**config.mk**
```make
export PLATFORM = sky130hd
export DESIGN_NAME = rxst_top
export DESIGN_NICKNAME = d
export VERILOG_FILES = /design/src/hw/rxst_pkg.sv /design/src/hw/rxst_top.sv
export SDC_FILE = /design/constraint.sdc
export NUM_CORES = 1
export LEC_CHECK = 0
export BUFFER_PORTS_ARGS = -buffer_cell sky130_fd_sc_hd__buf_2
export CAP_MARGIN = 20
export CORE_ASPECT_RATIO = 0.75
export CORE_MARGIN = 2
export CORE_UTILIZATION = 35
export DETAILED_ROUTE_END_ITERATION = 12
export GPL_TIMING_DRIVEN = 0
export PLACE_DENSITY = 0.62
export SYNTH_ARGS = -nofsm -noshare
export SYNTH_HDL_FRONTEND = slang
export SYNTH_SLANG_ARGS = --single-unit
```
**constraint.sdc**
```tcl
create_clock -name aclk -period 3.2 [get_ports aclk]
set_clock_uncertainty 0.2 [all_clocks]
set_input_delay 0.48 -clock aclk [delete_from_list [all_inputs] [get_ports aclk]]
set_output_delay 0.48 -clock aclk [all_outputs]
set_load 0.02 [all_outputs]
```
**src/hw/rxst_pkg.sv**
```systemverilog
// package for the receive self-test and channel power block
package rxst_pkg;
	localparam int unsigned   RXST_CHANNELS    = 4;
	localparam int unsigned   RXST_BUS_W       = 8;
	localparam int unsigned   RXST_LFSR_W      = 9;
	localparam int unsigned   RXST_SEQ_LEN     = 511;
	// loop start code, all zero data character
	localparam logic [9:0]    RXST_START_CODE  = 10'h000;
	localparam logic [8:0]    RXST_LFSR_SEED   = 9'h1ff;
	localparam int unsigned   RXST_ERR_LIMIT   = 16;
	localparam logic [7:0]    RXST_ST_RESET    = 8'hff;
	localparam logic [7:0]    RXST_PWR_RESET   = 8'h00;
	// register offsets (byte addresses)
	localparam logic [7:0]    RXST_OFF_ENBUS   = 8'h00;
	localparam logic [7:0]    RXST_OFF_STROBE  = 8'h04;
	localparam logic [7:0]    RXST_OFF_LATCH   = 8'h08;
	localparam logic [7:0]    RXST_OFF_STATUS  = 8'h0c;
	// bit positions inside the strobe register
	localparam int unsigned   RXST_STB_ST      = 0;
	localparam int unsigned   RXST_STB_RX      = 1;
	localparam int unsigned   RXST_STB_TX      = 2;
	localparam logic [1:0]    RXST_RESP_OKAY   = 2'h0;
	localparam logic [1:0]    RXST_RESP_SLVERR = 2'h2;

	// three status bits: flag, bit0, bit1
	typedef struct packed {
		logic flag;
		logic bit0;
		logic bit1;
	} rxst_status_t;

	localparam rxst_status_t RXST_S_DATA  = '{1'b0, 1'b0, 1'b0};
	localparam rxst_status_t RXST_S_CMD   = '{1'b0, 1'b0, 1'b1};
	localparam rxst_status_t RXST_S_LGOOD = '{1'b0, 1'b1, 1'b0};
	localparam rxst_status_t RXST_S_LBAD  = '{1'b1, 1'b0, 1'b0};
	localparam rxst_status_t RXST_S_START = '{1'b1, 1'b0, 1'b1};
	localparam rxst_status_t RXST_S_ERR   = '{1'b1, 1'b1, 1'b0};
	localparam rxst_status_t RXST_S_WAIT  = '{1'b1, 1'b1, 1'b1};

	// one received character with its command mark
	typedef struct packed {
		logic       valid;
		logic       is_cmd;
		logic [9:0] code;
	} rxst_char_t;
endpackage

```
**src/hw/rxst_top.sv**
```systemverilog
// receive self-test checkers and channel power latches, axi4-lite control
// Functional notes
// - strobe high: low bus bit enables that channel's self-test
// - self-test strobe falling captures bus, held until strobe rises
// - reset sets self-test latch all high, self-test off
// - enabled checker runs a 511-character pseudo-random shift register
// - on first enable the checker presets its shift register to the all-ones seed
// - once synchronised each character is compared and status reported
// - good data reports 000, good command 001, priority 7
// - loop end reports 010 if last good, 100 if bad
// - enabled but not comparing, or tracking reference, reports 101
// - a mismatching character reports 110
// - searching for loop start reports 111
// - errors exceeding matches by more than 16 abort and search again
// - rx strobe high: bus bit powers receive channel up or down
// - rx strobe falling captures bus, held until strobe rises
// - disabled receive channel holds link fault asserted
// - tx strobe high: bus bit enables or disables serial driver
// - tx strobe falling captures bus into output enable latch
// - reset clears transmit and receive enable latches
// - loss of lock forces checker back to start state
`timescale 1ns/1ns
module rxst_top
	import rxst_pkg::*;
#(
	// bus bit index per channel, 4 bits per channel
	parameter logic [15:0] RX_MAP = 16'h6420,
	parameter logic [15:0] TX_MAP = 16'h7531
) (
	// clock and reset
	input  wire logic                    aclk,
	input  wire logic                    aresetn,
	// axi4-lite write address and data
	input  wire logic [7:0]              s_axi_awaddr,
	input  wire logic                    s_axi_awvalid,
	output logic                         s_axi_awready,
	input  wire logic [31:0]             s_axi_wdata,
	input  wire logic [3:0]              s_axi_wstrb,
	input  wire logic                    s_axi_wvalid,
	output logic                         s_axi_wready,
	output logic [1:0]                   s_axi_bresp,
	output logic                         s_axi_bvalid,
	input  wire logic                    s_axi_bready,
	// axi4-lite read
	input  wire logic [7:0]              s_axi_araddr,
	input  wire logic                    s_axi_arvalid,
	output logic                         s_axi_arready,
	output logic [31:0]                  s_axi_rdata,
	output logic [1:0]                   s_axi_rresp,
	output logic                         s_axi_rvalid,
	input  wire logic                    s_axi_rready,
	// per-channel received characters and lock state
	input  wire rxst_char_t [3:0]        rx_char,
	input  wire logic [3:0]              rx_pll_lost_lock,
	input  wire logic [3:0]              rx_tracking_ref,
	input  wire logic [3:0]              rx_signal_ok,
	// per-channel outputs
	output logic [3:0]                   rx_selftest_active,
	output logic [3:0]                   tx_selftest_active,
	output logic [3:0]                   rx_power_en,
	output logic [3:0]                   tx_driver_en,
	output logic [3:0]                   link_fault_indicator,
	output logic [3:0]                   framing_match_flag,
	output logic [3:0][1:0]              rx_char_low_bits
);

	// software-driven enable bus and strobes
	logic [7:0] channel_enable_bus_q;
	logic [2:0] strobe_q;
	logic [7:0] st_latch_q;
	logic [7:0] rx_latch_q;
	logic [7:0] tx_latch_q;
	logic [7:0] st_eff;
	logic [7:0] rx_eff;
	logic [7:0] tx_eff;
	logic       selftest_latch_strobe;
	logic       rx_power_latch_strobe;
	logic       tx_power_latch_strobe;

	assign selftest_latch_strobe = strobe_q[RXST_STB_ST];
	assign rx_power_latch_strobe = strobe_q[RXST_STB_RX];
	assign tx_power_latch_strobe = strobe_q[RXST_STB_TX];

	// picks one bus bit by a 4-bit index taken from a map
	function automatic logic pick(input logic [7:0] bus,
	                              input logic [15:0] map,
	                              input int unsigned ch);
		logic [3:0] idx;
		idx = map[ch*4 +: 4];
		pick = bus[idx[2:0]];
	endfunction

	// transparent while strobe high, else the captured value
	assign st_eff = selftest_latch_strobe ? channel_enable_bus_q
	                                      : st_latch_q;
	assign rx_eff = rx_power_latch_strobe ? channel_enable_bus_q
	                                      : rx_latch_q;
	assign tx_eff = tx_power_latch_strobe ? channel_enable_bus_q
	                                      : tx_latch_q;

	// latches follow the bus while open, so the fall keeps the last value
	always_ff @(posedge aclk) begin
		if (!aresetn) begin
			st_latch_q <= RXST_ST_RESET;
		end else if (selftest_latch_strobe) begin
			st_latch_q <= channel_enable_bus_q;
		end
	end

	always_ff @(posedge aclk) begin
		if (!aresetn) begin
			rx_latch_q <= RXST_PWR_RESET;
			tx_latch_q <= RXST_PWR_RESET;
		end else begin
			if (rx_power_latch_strobe)
				rx_latch_q <= channel_enable_bus_q;
			if (tx_power_latch_strobe)
				tx_latch_q <= channel_enable_bus_q;
		end
	end

	// per-channel enables, fixed mapping
	genvar g;
	generate
		for (g = 0; g < 4; g++) begin : g_map
			assign rx_power_en[g]        = pick(rx_eff, RX_MAP, g);
			assign tx_driver_en[g]       = pick(tx_eff, TX_MAP, g);
			assign rx_selftest_active[g] = !pick(st_eff, RX_MAP, g);
			assign tx_selftest_active[g] = !pick(st_eff, TX_MAP, g);
			// disabled channel holds fault asserted
			assign link_fault_indicator[g] = !rx_power_en[g] ||
			                                 !rx_signal_ok[g];
		end
	endgenerate

	// checker state per channel
	typedef enum logic [1:0] {
		RXST_IDLE,
		RXST_START,
		RXST_WAIT,
		RXST_RUN
	} rxst_state_t;

	rxst_state_t  st_q [4];
	logic [8:0]   lfsr_q [4];
	logic [8:0]   pos_q [4];
	logic signed [5:0] bal_q [4];
	rxst_status_t stat_q [4];

	// expected character: low nine bits from the shift register
	function automatic logic [9:0] expect_code(input logic [8:0] l);
		expect_code = {^l[8:5], l};
	endfunction

	generate
		for (g = 0; g < 4; g++) begin : g_chk
			rxst_char_t c;
			logic       match;
			logic       last;
			assign c     = rx_char[g];
			assign match = (c.code == expect_code(lfsr_q[g]));
			assign last  = (pos_q[g] == 9'(RXST_SEQ_LEN - 1));

			// checker state machine; loss of lock wins over all but reset, self-test off and power off
			always_ff @(posedge aclk) begin
				if (!aresetn || !rx_selftest_active[g] || !rx_power_en[g]) begin
					st_q[g]   <= RXST_IDLE;
					lfsr_q[g] <= RXST_LFSR_SEED;
					pos_q[g]  <= '0;
					bal_q[g]  <= '0;
				end else if (rx_pll_lost_lock[g]) begin
					st_q[g] <= RXST_START;
				end else begin
					unique case (st_q[g])
					RXST_IDLE: begin
						st_q[g]   <= RXST_START;
						lfsr_q[g] <= RXST_LFSR_SEED;
					end
					RXST_START: begin
						if (!rx_tracking_ref[g] && c.valid)
							st_q[g] <= RXST_WAIT;
					end
					RXST_WAIT: begin
						// arm on the loop start code
						if (c.valid && c.code == RXST_START_CODE) begin
							st_q[g]   <= RXST_RUN;
							lfsr_q[g] <= {lfsr_q[g][7:0],
							              lfsr_q[g][8] ^ lfsr_q[g][4]};
							pos_q[g]  <= 9'h001;
							bal_q[g]  <= '0;
						end
					end
					RXST_RUN: begin
						if (rx_tracking_ref[g]) begin
							st_q[g] <= RXST_START;
						end else if (c.valid) begin
							// 9-bit maximal sequence, period 511
							lfsr_q[g] <= {lfsr_q[g][7:0],
							              lfsr_q[g][8] ^ lfsr_q[g][4]};
							pos_q[g]  <= last ? '0 : pos_q[g] + 9'h001;
							if (!match &&
							    bal_q[g] == 6'(RXST_ERR_LIMIT)) begin
								st_q[g]   <= RXST_WAIT;
								lfsr_q[g] <= RXST_LFSR_SEED;
							end else if (match) begin
								bal_q[g] <= (bal_q[g] > 6'sd0) ?
								            bal_q[g] - 6'sd1 : bal_q[g];
							end else begin
								bal_q[g] <= bal_q[g] + 6'sd1;
							end
						end
					end
					endcase
				end
			end

			// status encoding, lowest priority number wins; 011 never used
			always_ff @(posedge aclk) begin
				if (!aresetn) begin
					stat_q[g] <= RXST_S_DATA;
				end else if (st_q[g] == RXST_START || rx_tracking_ref[g]) begin
					stat_q[g] <= RXST_S_START;
				end else if (st_q[g] == RXST_RUN && last && match) begin
					stat_q[g] <= RXST_S_LGOOD;
				end else if (st_q[g] == RXST_WAIT) begin
					stat_q[g] <= RXST_S_WAIT;
				end else if (st_q[g] == RXST_RUN && last) begin
					stat_q[g] <= RXST_S_LBAD;
				end else if (st_q[g] == RXST_RUN && !match) begin
					stat_q[g] <= RXST_S_ERR;
				end else if (st_q[g] == RXST_RUN) begin
					stat_q[g] <= c.is_cmd ? RXST_S_CMD
					                      : RXST_S_DATA;
				end else begin
					stat_q[g] <= RXST_S_DATA;
				end
			end

			assign framing_match_flag[g]  = stat_q[g].flag;
			assign rx_char_low_bits[g][0] = stat_q[g].bit0;
			assign rx_char_low_bits[g][1] = stat_q[g].bit1;
		end
	endgenerate

	// axi4-lite write path: address and data taken in either order
	logic        aw_have_q;
	logic        w_have_q;
	logic [7:0]  aw_q;
	logic [31:0] w_q;
	logic        wr_go;
	logic        wr_hit;

	assign s_axi_awready = !aw_have_q && !s_axi_bvalid;
	assign s_axi_wready  = !w_have_q && !s_axi_bvalid;
	assign wr_go  = aw_have_q && w_have_q && !s_axi_bvalid;
	assign wr_hit = (aw_q == RXST_OFF_ENBUS) || (aw_q == RXST_OFF_STROBE);

	always_ff @(posedge aclk) begin
		if (!aresetn) begin
			aw_have_q    <= 1'b0;
			w_have_q     <= 1'b0;
			aw_q         <= '0;
			w_q          <= '0;
			s_axi_bvalid <= 1'b0;
			s_axi_bresp  <= RXST_RESP_OKAY;
		end else begin
			if (s_axi_awvalid && s_axi_awready) begin
				aw_have_q <= 1'b1;
				aw_q      <= s_axi_awaddr;
			end
			if (s_axi_wvalid && s_axi_wready) begin
				w_have_q <= 1'b1;
				w_q      <= s_axi_wdata;
			end
			if (wr_go) begin
				aw_have_q    <= 1'b0;
				w_have_q     <= 1'b0;
				s_axi_bvalid <= 1'b1;
				s_axi_bresp  <= wr_hit ? RXST_RESP_OKAY : RXST_RESP_SLVERR;
			end else if (s_axi_bvalid && s_axi_bready) begin
				s_axi_bvalid <= 1'b0;
			end
		end
	end

	// control registers; only byte lane 0 carries bits
	always_ff @(posedge aclk) begin
		if (!aresetn) begin
			channel_enable_bus_q <= '0;
			strobe_q             <= '0;
		end else if (wr_go && s_axi_wstrb[0]) begin
			if (aw_q == RXST_OFF_ENBUS)
				channel_enable_bus_q <= w_q[7:0];
			if (aw_q == RXST_OFF_STROBE)
				strobe_q <= w_q[2:0];
		end
	end

	// read path, one read at a time
	logic [31:0] rd_mux;
	logic        rd_hit;
	always_comb begin
		rd_mux = '0;
		rd_hit = 1'b1;
		unique case (s_axi_araddr)
		RXST_OFF_ENBUS:  rd_mux = {24'h0, channel_enable_bus_q};
		RXST_OFF_STROBE: rd_mux = {29'h0, strobe_q};
		RXST_OFF_LATCH:  rd_mux = {8'h0, tx_latch_q, rx_latch_q, st_latch_q};
		RXST_OFF_STATUS: rd_mux = {8'h0, link_fault_indicator, 4'h0,
		                   rx_char_low_bits, framing_match_flag,
		                   rx_selftest_active};
		default:         rd_hit = 1'b0;
		endcase
	end

	assign s_axi_arready = !s_axi_rvalid;

	always_ff @(posedge aclk) begin
		if (!aresetn) begin
			s_axi_rvalid <= 1'b0;
			s_axi_rdata  <= '0;
			s_axi_rresp  <= RXST_RESP_OKAY;
		end else if (s_axi_arvalid && s_axi_arready) begin
			s_axi_rvalid <= 1'b1;
			s_axi_rdata  <= rd_mux;
			s_axi_rresp  <= rd_hit ? RXST_RESP_OKAY : RXST_RESP_SLVERR;
		end else if (s_axi_rvalid && s_axi_rready) begin
			s_axi_rvalid <= 1'b0;
		end
	end

endmodule // rxst_top

```
==> results of run 1 <==
## power groups by stage
stage | Clock [mW] | Sequential [mW] | Combinational (mW)
finish | 2.14 | 2.70 | 0.319
global route | 2.29 | 2.71 | 0.349
CTS | 2.18 | 2.70 | 0.321
detailed placement | 0 | 2.76 | 0.319
global placement | 0 | 2.76 | 0.315
floorplan | 0 | 2.77 | 0.163
## cell families (layout without fill, tap and decap cells)
logic type      count (synthesis)  after routing  share of synthesized area (%)
compound gates                145            145                           9.26
xor+xnor                       88             88                           7.86
fa+ha+maj                      20             20                           2.36
buf+inv                        65            253                           2.94
flops                         197            197                           48.2
mux                            61             61                           6.28
other cells                     2             23                         0.0709
simple gates                  453            453                           23.0
## tightest hold or removal path, stage by stage
cell and delay (ps):
buf_2 100, nand2_1 40, a21boi_0 60
## layout by cell type, fill, tap and decap left out, types with 7 or more instances in the layout
cell	count
buf_4	12
o21a_1	8
nor4_1	15
nor2b_1	47
or2_1	9
inv_1	23
nand3_1	34
a21oi_1	27
a21o_1	9
a211oi_1	8
xnor2_1	42
mux2_2	8
nand2b_1	42
nor3_1	22
conb_1	22
and3_1	7
ha_1	20
clkbuf_16	17
dfxtp_1	81
nor2_1	82
and2_1	31
clkbuf_1	22
nand4_1	20
o21ai_0	28
mux2i_1	48
xor2_1	41
nand2_1	97
a22oi_1	9
buf_2	158
edfxtp_1	116
nor2_2	7
a21boi_0	12
## layer usage
layer	GRT usage (%)	share of wire [%]
met1	25.1	51
met2	25.7	43
met3	3.20	4.4
met4	4.76	1.4
met5	0	0
## metrics by stage
step	instance area (um^2)	cells	power, mW	utilization [%]
floorplan	10700	1051	2.93	-
global placement	11900	1604	3.08	39.8
detailed placement	12000	1606	3.08	39.9
CTS	12500	1638	5.21	41.8
global route	12500	1638	5.35	41.8
finish	12500	1639	5.16	41.8
## worst max path at each step
| stage | start | endpoint | slack (ps) | cells past startpoint |
|---|---|---|---|---|
| 2_1_floorplan | strobe_q[0] | lfsr_q[1][0] | 390 | 6 |
| 3_3_place_gp | aresetn | lfsr_q[3][2] | -510 | 5 |
| 3_5_place_dp | aresetn | lfsr_q[3][2] | -600 | 5 |
| 4_1_cts | strobe_q[0] | bal_q[2][5] | 10 | 6 |
| 5_1_grt | strobe_q[0] | bal_q[1][1] | 10 | 6 |
| 6_report | strobe_q[0] | bal_q[1][2] | 210 | 6 |
## registers in the layout, indices dropped and copies added (netlist names)
signal,flops
lfsr_q,36
pos_q,36
bal_q,24
s_axi_rdata,24
stat_q,12
aw_q,8
channel_enable_bus_q,8
rx_latch_q,8
st_latch_q,8
st_q,8
tx_latch_q,8
w_q,8
strobe_q,3
aw_have_q,1
s_axi_bresp,1
s_axi_bvalid,1
s_axi_rresp,1
s_axi_rvalid,1
w_have_q,1
## layout make-up
type | count | area [um^2] | area share [%]
Clock inverter | 14 | 145 | 1.16
Buffer | 42 | 226 | 1.80
Tap cell | 399 | 499 | 3.98
Antenna cell | 1 | 2.50 | 0.0199
Multi-Input combinational cell | 789 | 5270 | 42.0
Inverter | 23 | 86.3 | 0.688
Clock buffer | 18 | 429 | 3.42
Sequential cell | 197 | 5100 | 40.7
Timing Repair Buffer | 156 | 783 | 6.24
## timing repair
action                                  4_1_cts  5_1_grt
buffers inserted                              0        0
endpoints found under the setup margin        9       17
resized for setup                             1        3
==> flow_summary.json, run 1 <==
{
  "worst-path-buf-inv": 1,
  "yosysMostFrequentCell": "edfxtp_1",
  "crit_arrival_ps": 2870,
  "synth_edf_count": 116,
  "wl_mm": 27.0,
  "drtPass1Iterations": 5,
  "drc_errors": 0,
  "fin_ws_ps": 210,
  "criticalPathCategory": "reg -> reg",
  "h-tree-depth": 4,
  "drt-initial-drc-count": 445,
  "min_from": "s_axi_wdata[3]",
  "holdPathStages": 3,
  "synthCells": 1031,
  "setup_tns_ps": 0,
  "p_int_mw": 3.91,
  "synth.area.top_cells": "edfxtp_1 (33%), dfxtp_1 (15%), mux2i_1 (4.5%)",
  "status": "finished clean",
  "r2r_slack_ps": 210,
  "grt_overflow": 0,
  "dieArea_mm2": 0.0317,
  "die_h_um": 155,
  "vias": 8168,
  "r2r_start": "strobe_q[0]",
  "grt_pass1_vias": 7801,
  "port_buffers": 154,
  "place.gp.congestion": 0.866,
  "start_util_pct": 35.3,
  "die_w_um": 205,
  "ys_seq_elements": 197,
  "yosys_warnings": 0,
  "drive_above_1_share_pct": 20.0,
  "n_fill_cell": 2988,
  "ir_worst_vdd_mv": 0.349,
  "clock_latency_ps": 440,
  "synth_common_cells": "edfxtp_1 (116), nand2_1 (97), nor2_1 (82), dfxtp_1 (81), mux2i_1 (48)",
  "finalCritPeriodShare_pct": 93.4,
  "reg2reg_to": "bal_q[1][2]",
  "postCtsHoldBufs": 0,
  "synth_flop_cell": "edfxtp_1",
  "route.detailed.wl_per_inst_um": 16.5,
  "switchingPower_mw": 1.25,
  "grt_antenna_before_repair": 1,
  "p_leak_nw": 4.80,
  "netlist_area_mm2": 0.0106,
  "setup.worst_path.start_class": "flip-flop",
  "num-nets-final": 1365,
  "tritoncts": "done",
  "std_cell_rows": 55,
  "rsz0062_at_grt": "no",
  "track_usage_pct": 17.1,
  "slew_violations": 0,
  "power.share.clock_pct": 41.4,
  "hold_ws_ps": 87.0,
  "ant_nets": 0,
  "slew_headroom_pct": 36.9,
  "holdPathEnd": "w_q[3]",
  "yosys.area.top_type": "edfxtp_1",
  "max_stage_delay_ps": 590,
  "required_ps": 3080,
  "setup_viol": 0,
  "powerDensity_mw_per_mm2": 411,
  "holdCritPathClass": "in -> reg",
  "top_level_ports": 192,
  "root_buffer": "clkbuf_16",
  "max_clock_freq_mhz": 334,
  "cp_top_family": "compound AO/OA/AOI/OAI gates",
  "p_seq_share_pct": 52.4,
  "slowest_stage": "a32oi_1",
  "clock_sinks": 197,
  "netlist.area_leader.share_pct": 32.9,
  "clock_path_buffers": 2,
  "grt_pass1_wl_mm": 42.3,
  "numCtsBuffers": 17,
  "critical_path_peak_fanout": 10,
  "p_comb_share_pct": 6.2,
  "critical_path.cell_chain": "buf_6 -> mux2i_2 -> a32oi_1 -> nor4_1 -> o21ai_1 -> a32oi_1",
  "hold_violations": 0,
  "area_delta_synth_final_pct": 18.4,
  "pre_cts_ws_ps": -604,
  "max_slew.worst_pin.slew_ps": 945,
  "core-area_mm2": 0.0300,
  "synth_seq_area_share_pct": 48.2,
  "rr_worst_depth": 6,
  "hpwl_mm": 20.4,
  "maxCapViolCount": 0,
  "p_sw_share_pct": 24.1,
  "synthArstFlopShare_pct": 0,
  "crit_path_end_kind": "flip-flop",
  "grt_max_degree": 19,
  "crit_path_frequent_cell": "a32oi_1",
  "fin_crit_ps": 2990,
  "via_per_inst": 4.98,
  "synth.avg_cell_area_um2": 10.3,
  "clkTransAtPathRegs_ps": 80,
  "yosysUniqueCellTypes": 71
}
Note: power is estimated with default switching activity, not from simulation.
==> run 2: changes to the inputs <==
--- a/config.mk
+++ b/config.mk
@@ -9,10 +9,10 @@
 export CAP_MARGIN = 20
 export CORE_ASPECT_RATIO = 0.75
 export CORE_MARGIN = 2
-export CORE_UTILIZATION = 35
+export CORE_UTILIZATION = 40
 export DETAILED_ROUTE_END_ITERATION = 12
 export GPL_TIMING_DRIVEN = 0
-export PLACE_DENSITY = 0.62
+export PLACE_DENSITY = 0.69
 export SYNTH_ARGS = -nofsm -noshare
 export SYNTH_HDL_FRONTEND = slang
 export SYNTH_SLANG_ARGS = --single-unit
==> run 2 against run 1 <==
  * Register-to-register slack worse by 40 ps
  * Largest power group unchanged
  * Routed wire length shrank 3.6%
  * Critical endpoint is now lfsr_q[2][3]
  * Combinational power about the same
  * Hold slack better by 9.0 ps
  * Global-route usage up 1.7 points
  * Highest routed layer unchanged
  * Die area down 12%
  * Critical path depth increased by 1
==> flow_summary.json, run 2 (synthesized netlist as in run 1, its figures left out) <==
{
  "status": "finished clean",
  "port_buffers": 154,
  "tritoncts": "done",
  "via_per_inst": 5.17,
  "criticalPathCategory": "reg -> reg",
  "n_fill_cell": 2415,
  "hpwl_mm": 19.7,
  "h-tree-depth": 4,
  "die_h_um": 145,
  "core-area_mm2": 0.0260,
  "crit_path_end_kind": "flip-flop",
  "num-nets-final": 1369,
  "clkTransAtPathRegs_ps": 80,
  "p_leak_nw": 4.83,
  "drt-initial-drc-count": 650,
  "r2r_slack_ps": 170,
  "max_stage_delay_ps": 500,
  "p_seq_share_pct": 51.3,
  "antenna_cells": 0,
  "fin_crit_ps": 3030,
  "final_common_cell": "buf_2",
  "critical_path_peak_fanout": 10,
  "drive_above_1_share_pct": 20.4,
  "place.gp.congestion": 0.836,
  "route.detailed.wl_per_inst_um": 16.4,
  "drc_errors": 0,
  "reg2reg_to": "lfsr_q[2][3]",
  "std_cell_rows": 51,
  "root_buffer": "clkbuf_16",
  "p_comb_share_pct": 6.0,
  "critical_path.cell_chain": "buf_6 -> mux2i_1 -> a32oi_1 -> nand4b_2 -> a21o_1 -> nor2b_1 -> or2_1",
  "ir_worst_vdd_mv": 0.380,
  "clock_latency_ps": 440,
  "min_from": "s_axi_wdata[1]",
  "slew_violations": 0,
  "power.share.clock_pct": 42.6,
  "holdPathEnd": "w_q[1]",
  "instances_no_fill": 1587,
  "final_util_pct": 48.3,
  "maxCapViolCount": 0,
  "dp.cells": 1552,
  "rr_worst_depth": 7,
  "max_slew.worst_pin.slew_ps": 824,
  "holdCritPathClass": "in -> reg",
  "slew_headroom_pct": 44.2,
  "postCtsHoldBufs": 0,
  "grt_pass1_wl_mm": 41.2,
  "top_level_ports": 192,
  "top_regs": "lfsr_q: 36 flops, pos_q: 36 flops",
  "required_ps": 3190,
  "dieArea_mm2": 0.0278,
  "rsz0062_at_grt": "no",
  "crit_arrival_ps": 3020,
  "setup.worst_path.start_class": "flip-flop",
  "track_usage_pct": 18.9,
  "start_util_pct": 40.8,
  "setup_viol": 0,
  "final_cell_mix": "buf_2 (158), edfxtp_1 (116), nand2_1 (97)",
  "p_int_mw": 4.01,
  "vias": 8206,
  "switchingPower_mw": 1.26,
  "clock_path_buffers": 2,
  "slowest_stage": "mux2i_1",
  "wl_mm": 26.0,
  "p_sw_share_pct": 24.0,
  "area_delta_synth_final_pct": 18.5,
  "cp_top_family": "simple AND/OR/NAND/NOR gates",
  "ant_nets": 0,
  "pre_cts_ws_ps": -437,
  "r2r_start": "strobe_q[0]",
  "grt_pass1_vias": 7754,
  "grt_overflow": 0,
  "worst-path-buf-inv": 1,
  "dpl_cell_area_mm2": 0.0119,
  "clock_sinks": 197,
  "fin_ws_ps": 174,
  "die_w_um": 192,
  "max_clock_freq_mhz": 330,
  "grt_antenna_before_repair": 1,
  "grt_max_degree": 20,
  "postLayoutCellArea_mm2": 0.0126,
  "drtPass1Iterations": 5,
  "holdPathStages": 3,
  "numCtsBuffers": 17,
  "finalCritPeriodShare_pct": 94.6,
  "powerDensity_mw_per_mm2": 420,
  "hold_violations": 0
}
[run 2: power by group through the flow]
stage | registers [mW] | logic (mW) | clock network (mW)
2_1_floorplan | 2.77 | 0.163 | 0
3_3_place_gp | 2.76 | 0.313 | 0
3_5_place_dp | 2.76 | 0.317 | 0
4_1_cts | 2.70 | 0.318 | 2.28
5_1_grt | 2.71 | 0.347 | 2.38
6_report | 2.70 | 0.318 | 2.25
[run 2: how the worst max path moves through the flow]
stage                           start  depth (start not counted)            to
after floorplan           strobe_q[0]                          6  lfsr_q[1][0]
after global placement        aresetn                          5  lfsr_q[3][1]
after detailed placement      aresetn                          5  lfsr_q[3][0]
after CTS                 strobe_q[0]                          6   bal_q[2][5]
after global routing      strobe_q[0]                          7  lfsr_q[2][6]
final                     strobe_q[0]                          7  lfsr_q[2][3]
[run 2: area by class of cell]
cell class | instances | area [um^2] | area share [%]
multi-input cells | 789 | 5280 | 42.0
clock buffers | 17 | 425 | 3.39
inverters | 23 | 86.3 | 0.688
flip-flops and latches | 197 | 5100 | 40.7
well taps | 344 | 430 | 3.43
plain buffers | 42 | 225 | 1.79
repair buffers | 160 | 813 | 6.48
clock inverters | 15 | 190 | 1.52
[run 2: metrics by stage]
stage	hold WS [ps]	setup TNS, ps	total power, mW
2_1_floorplan	243	0	2.93
3_3_place_gp	258	-4290	3.08
3_5_place_dp	262	-4010	3.08
4_1_cts	77.6	0	5.30
5_1_grt	91.1	0	5.44
6_report	96.0	0	5.27
[run 2: routing by layer]
layer | track usage (%) | share of wire, %
met5 | 0 | 0
met4 | 3.88 | 0.63
met3 | 3.56 | 6.1
met2 | 28.6 | 44
met1 | 28.0 | 50
[run 2: tightest hold or removal path, stage by stage]
cell and delay (ps):
buf_2 100, nand2_1 40, a21boi_0 60
[run 2: timing repair]
item,in CTS,in global routing
endpoints found under the setup margin,9,27
hold endpoints to repair,0,0
resized for setup,0,5
pin swaps,1,1
buffers inserted,0,3
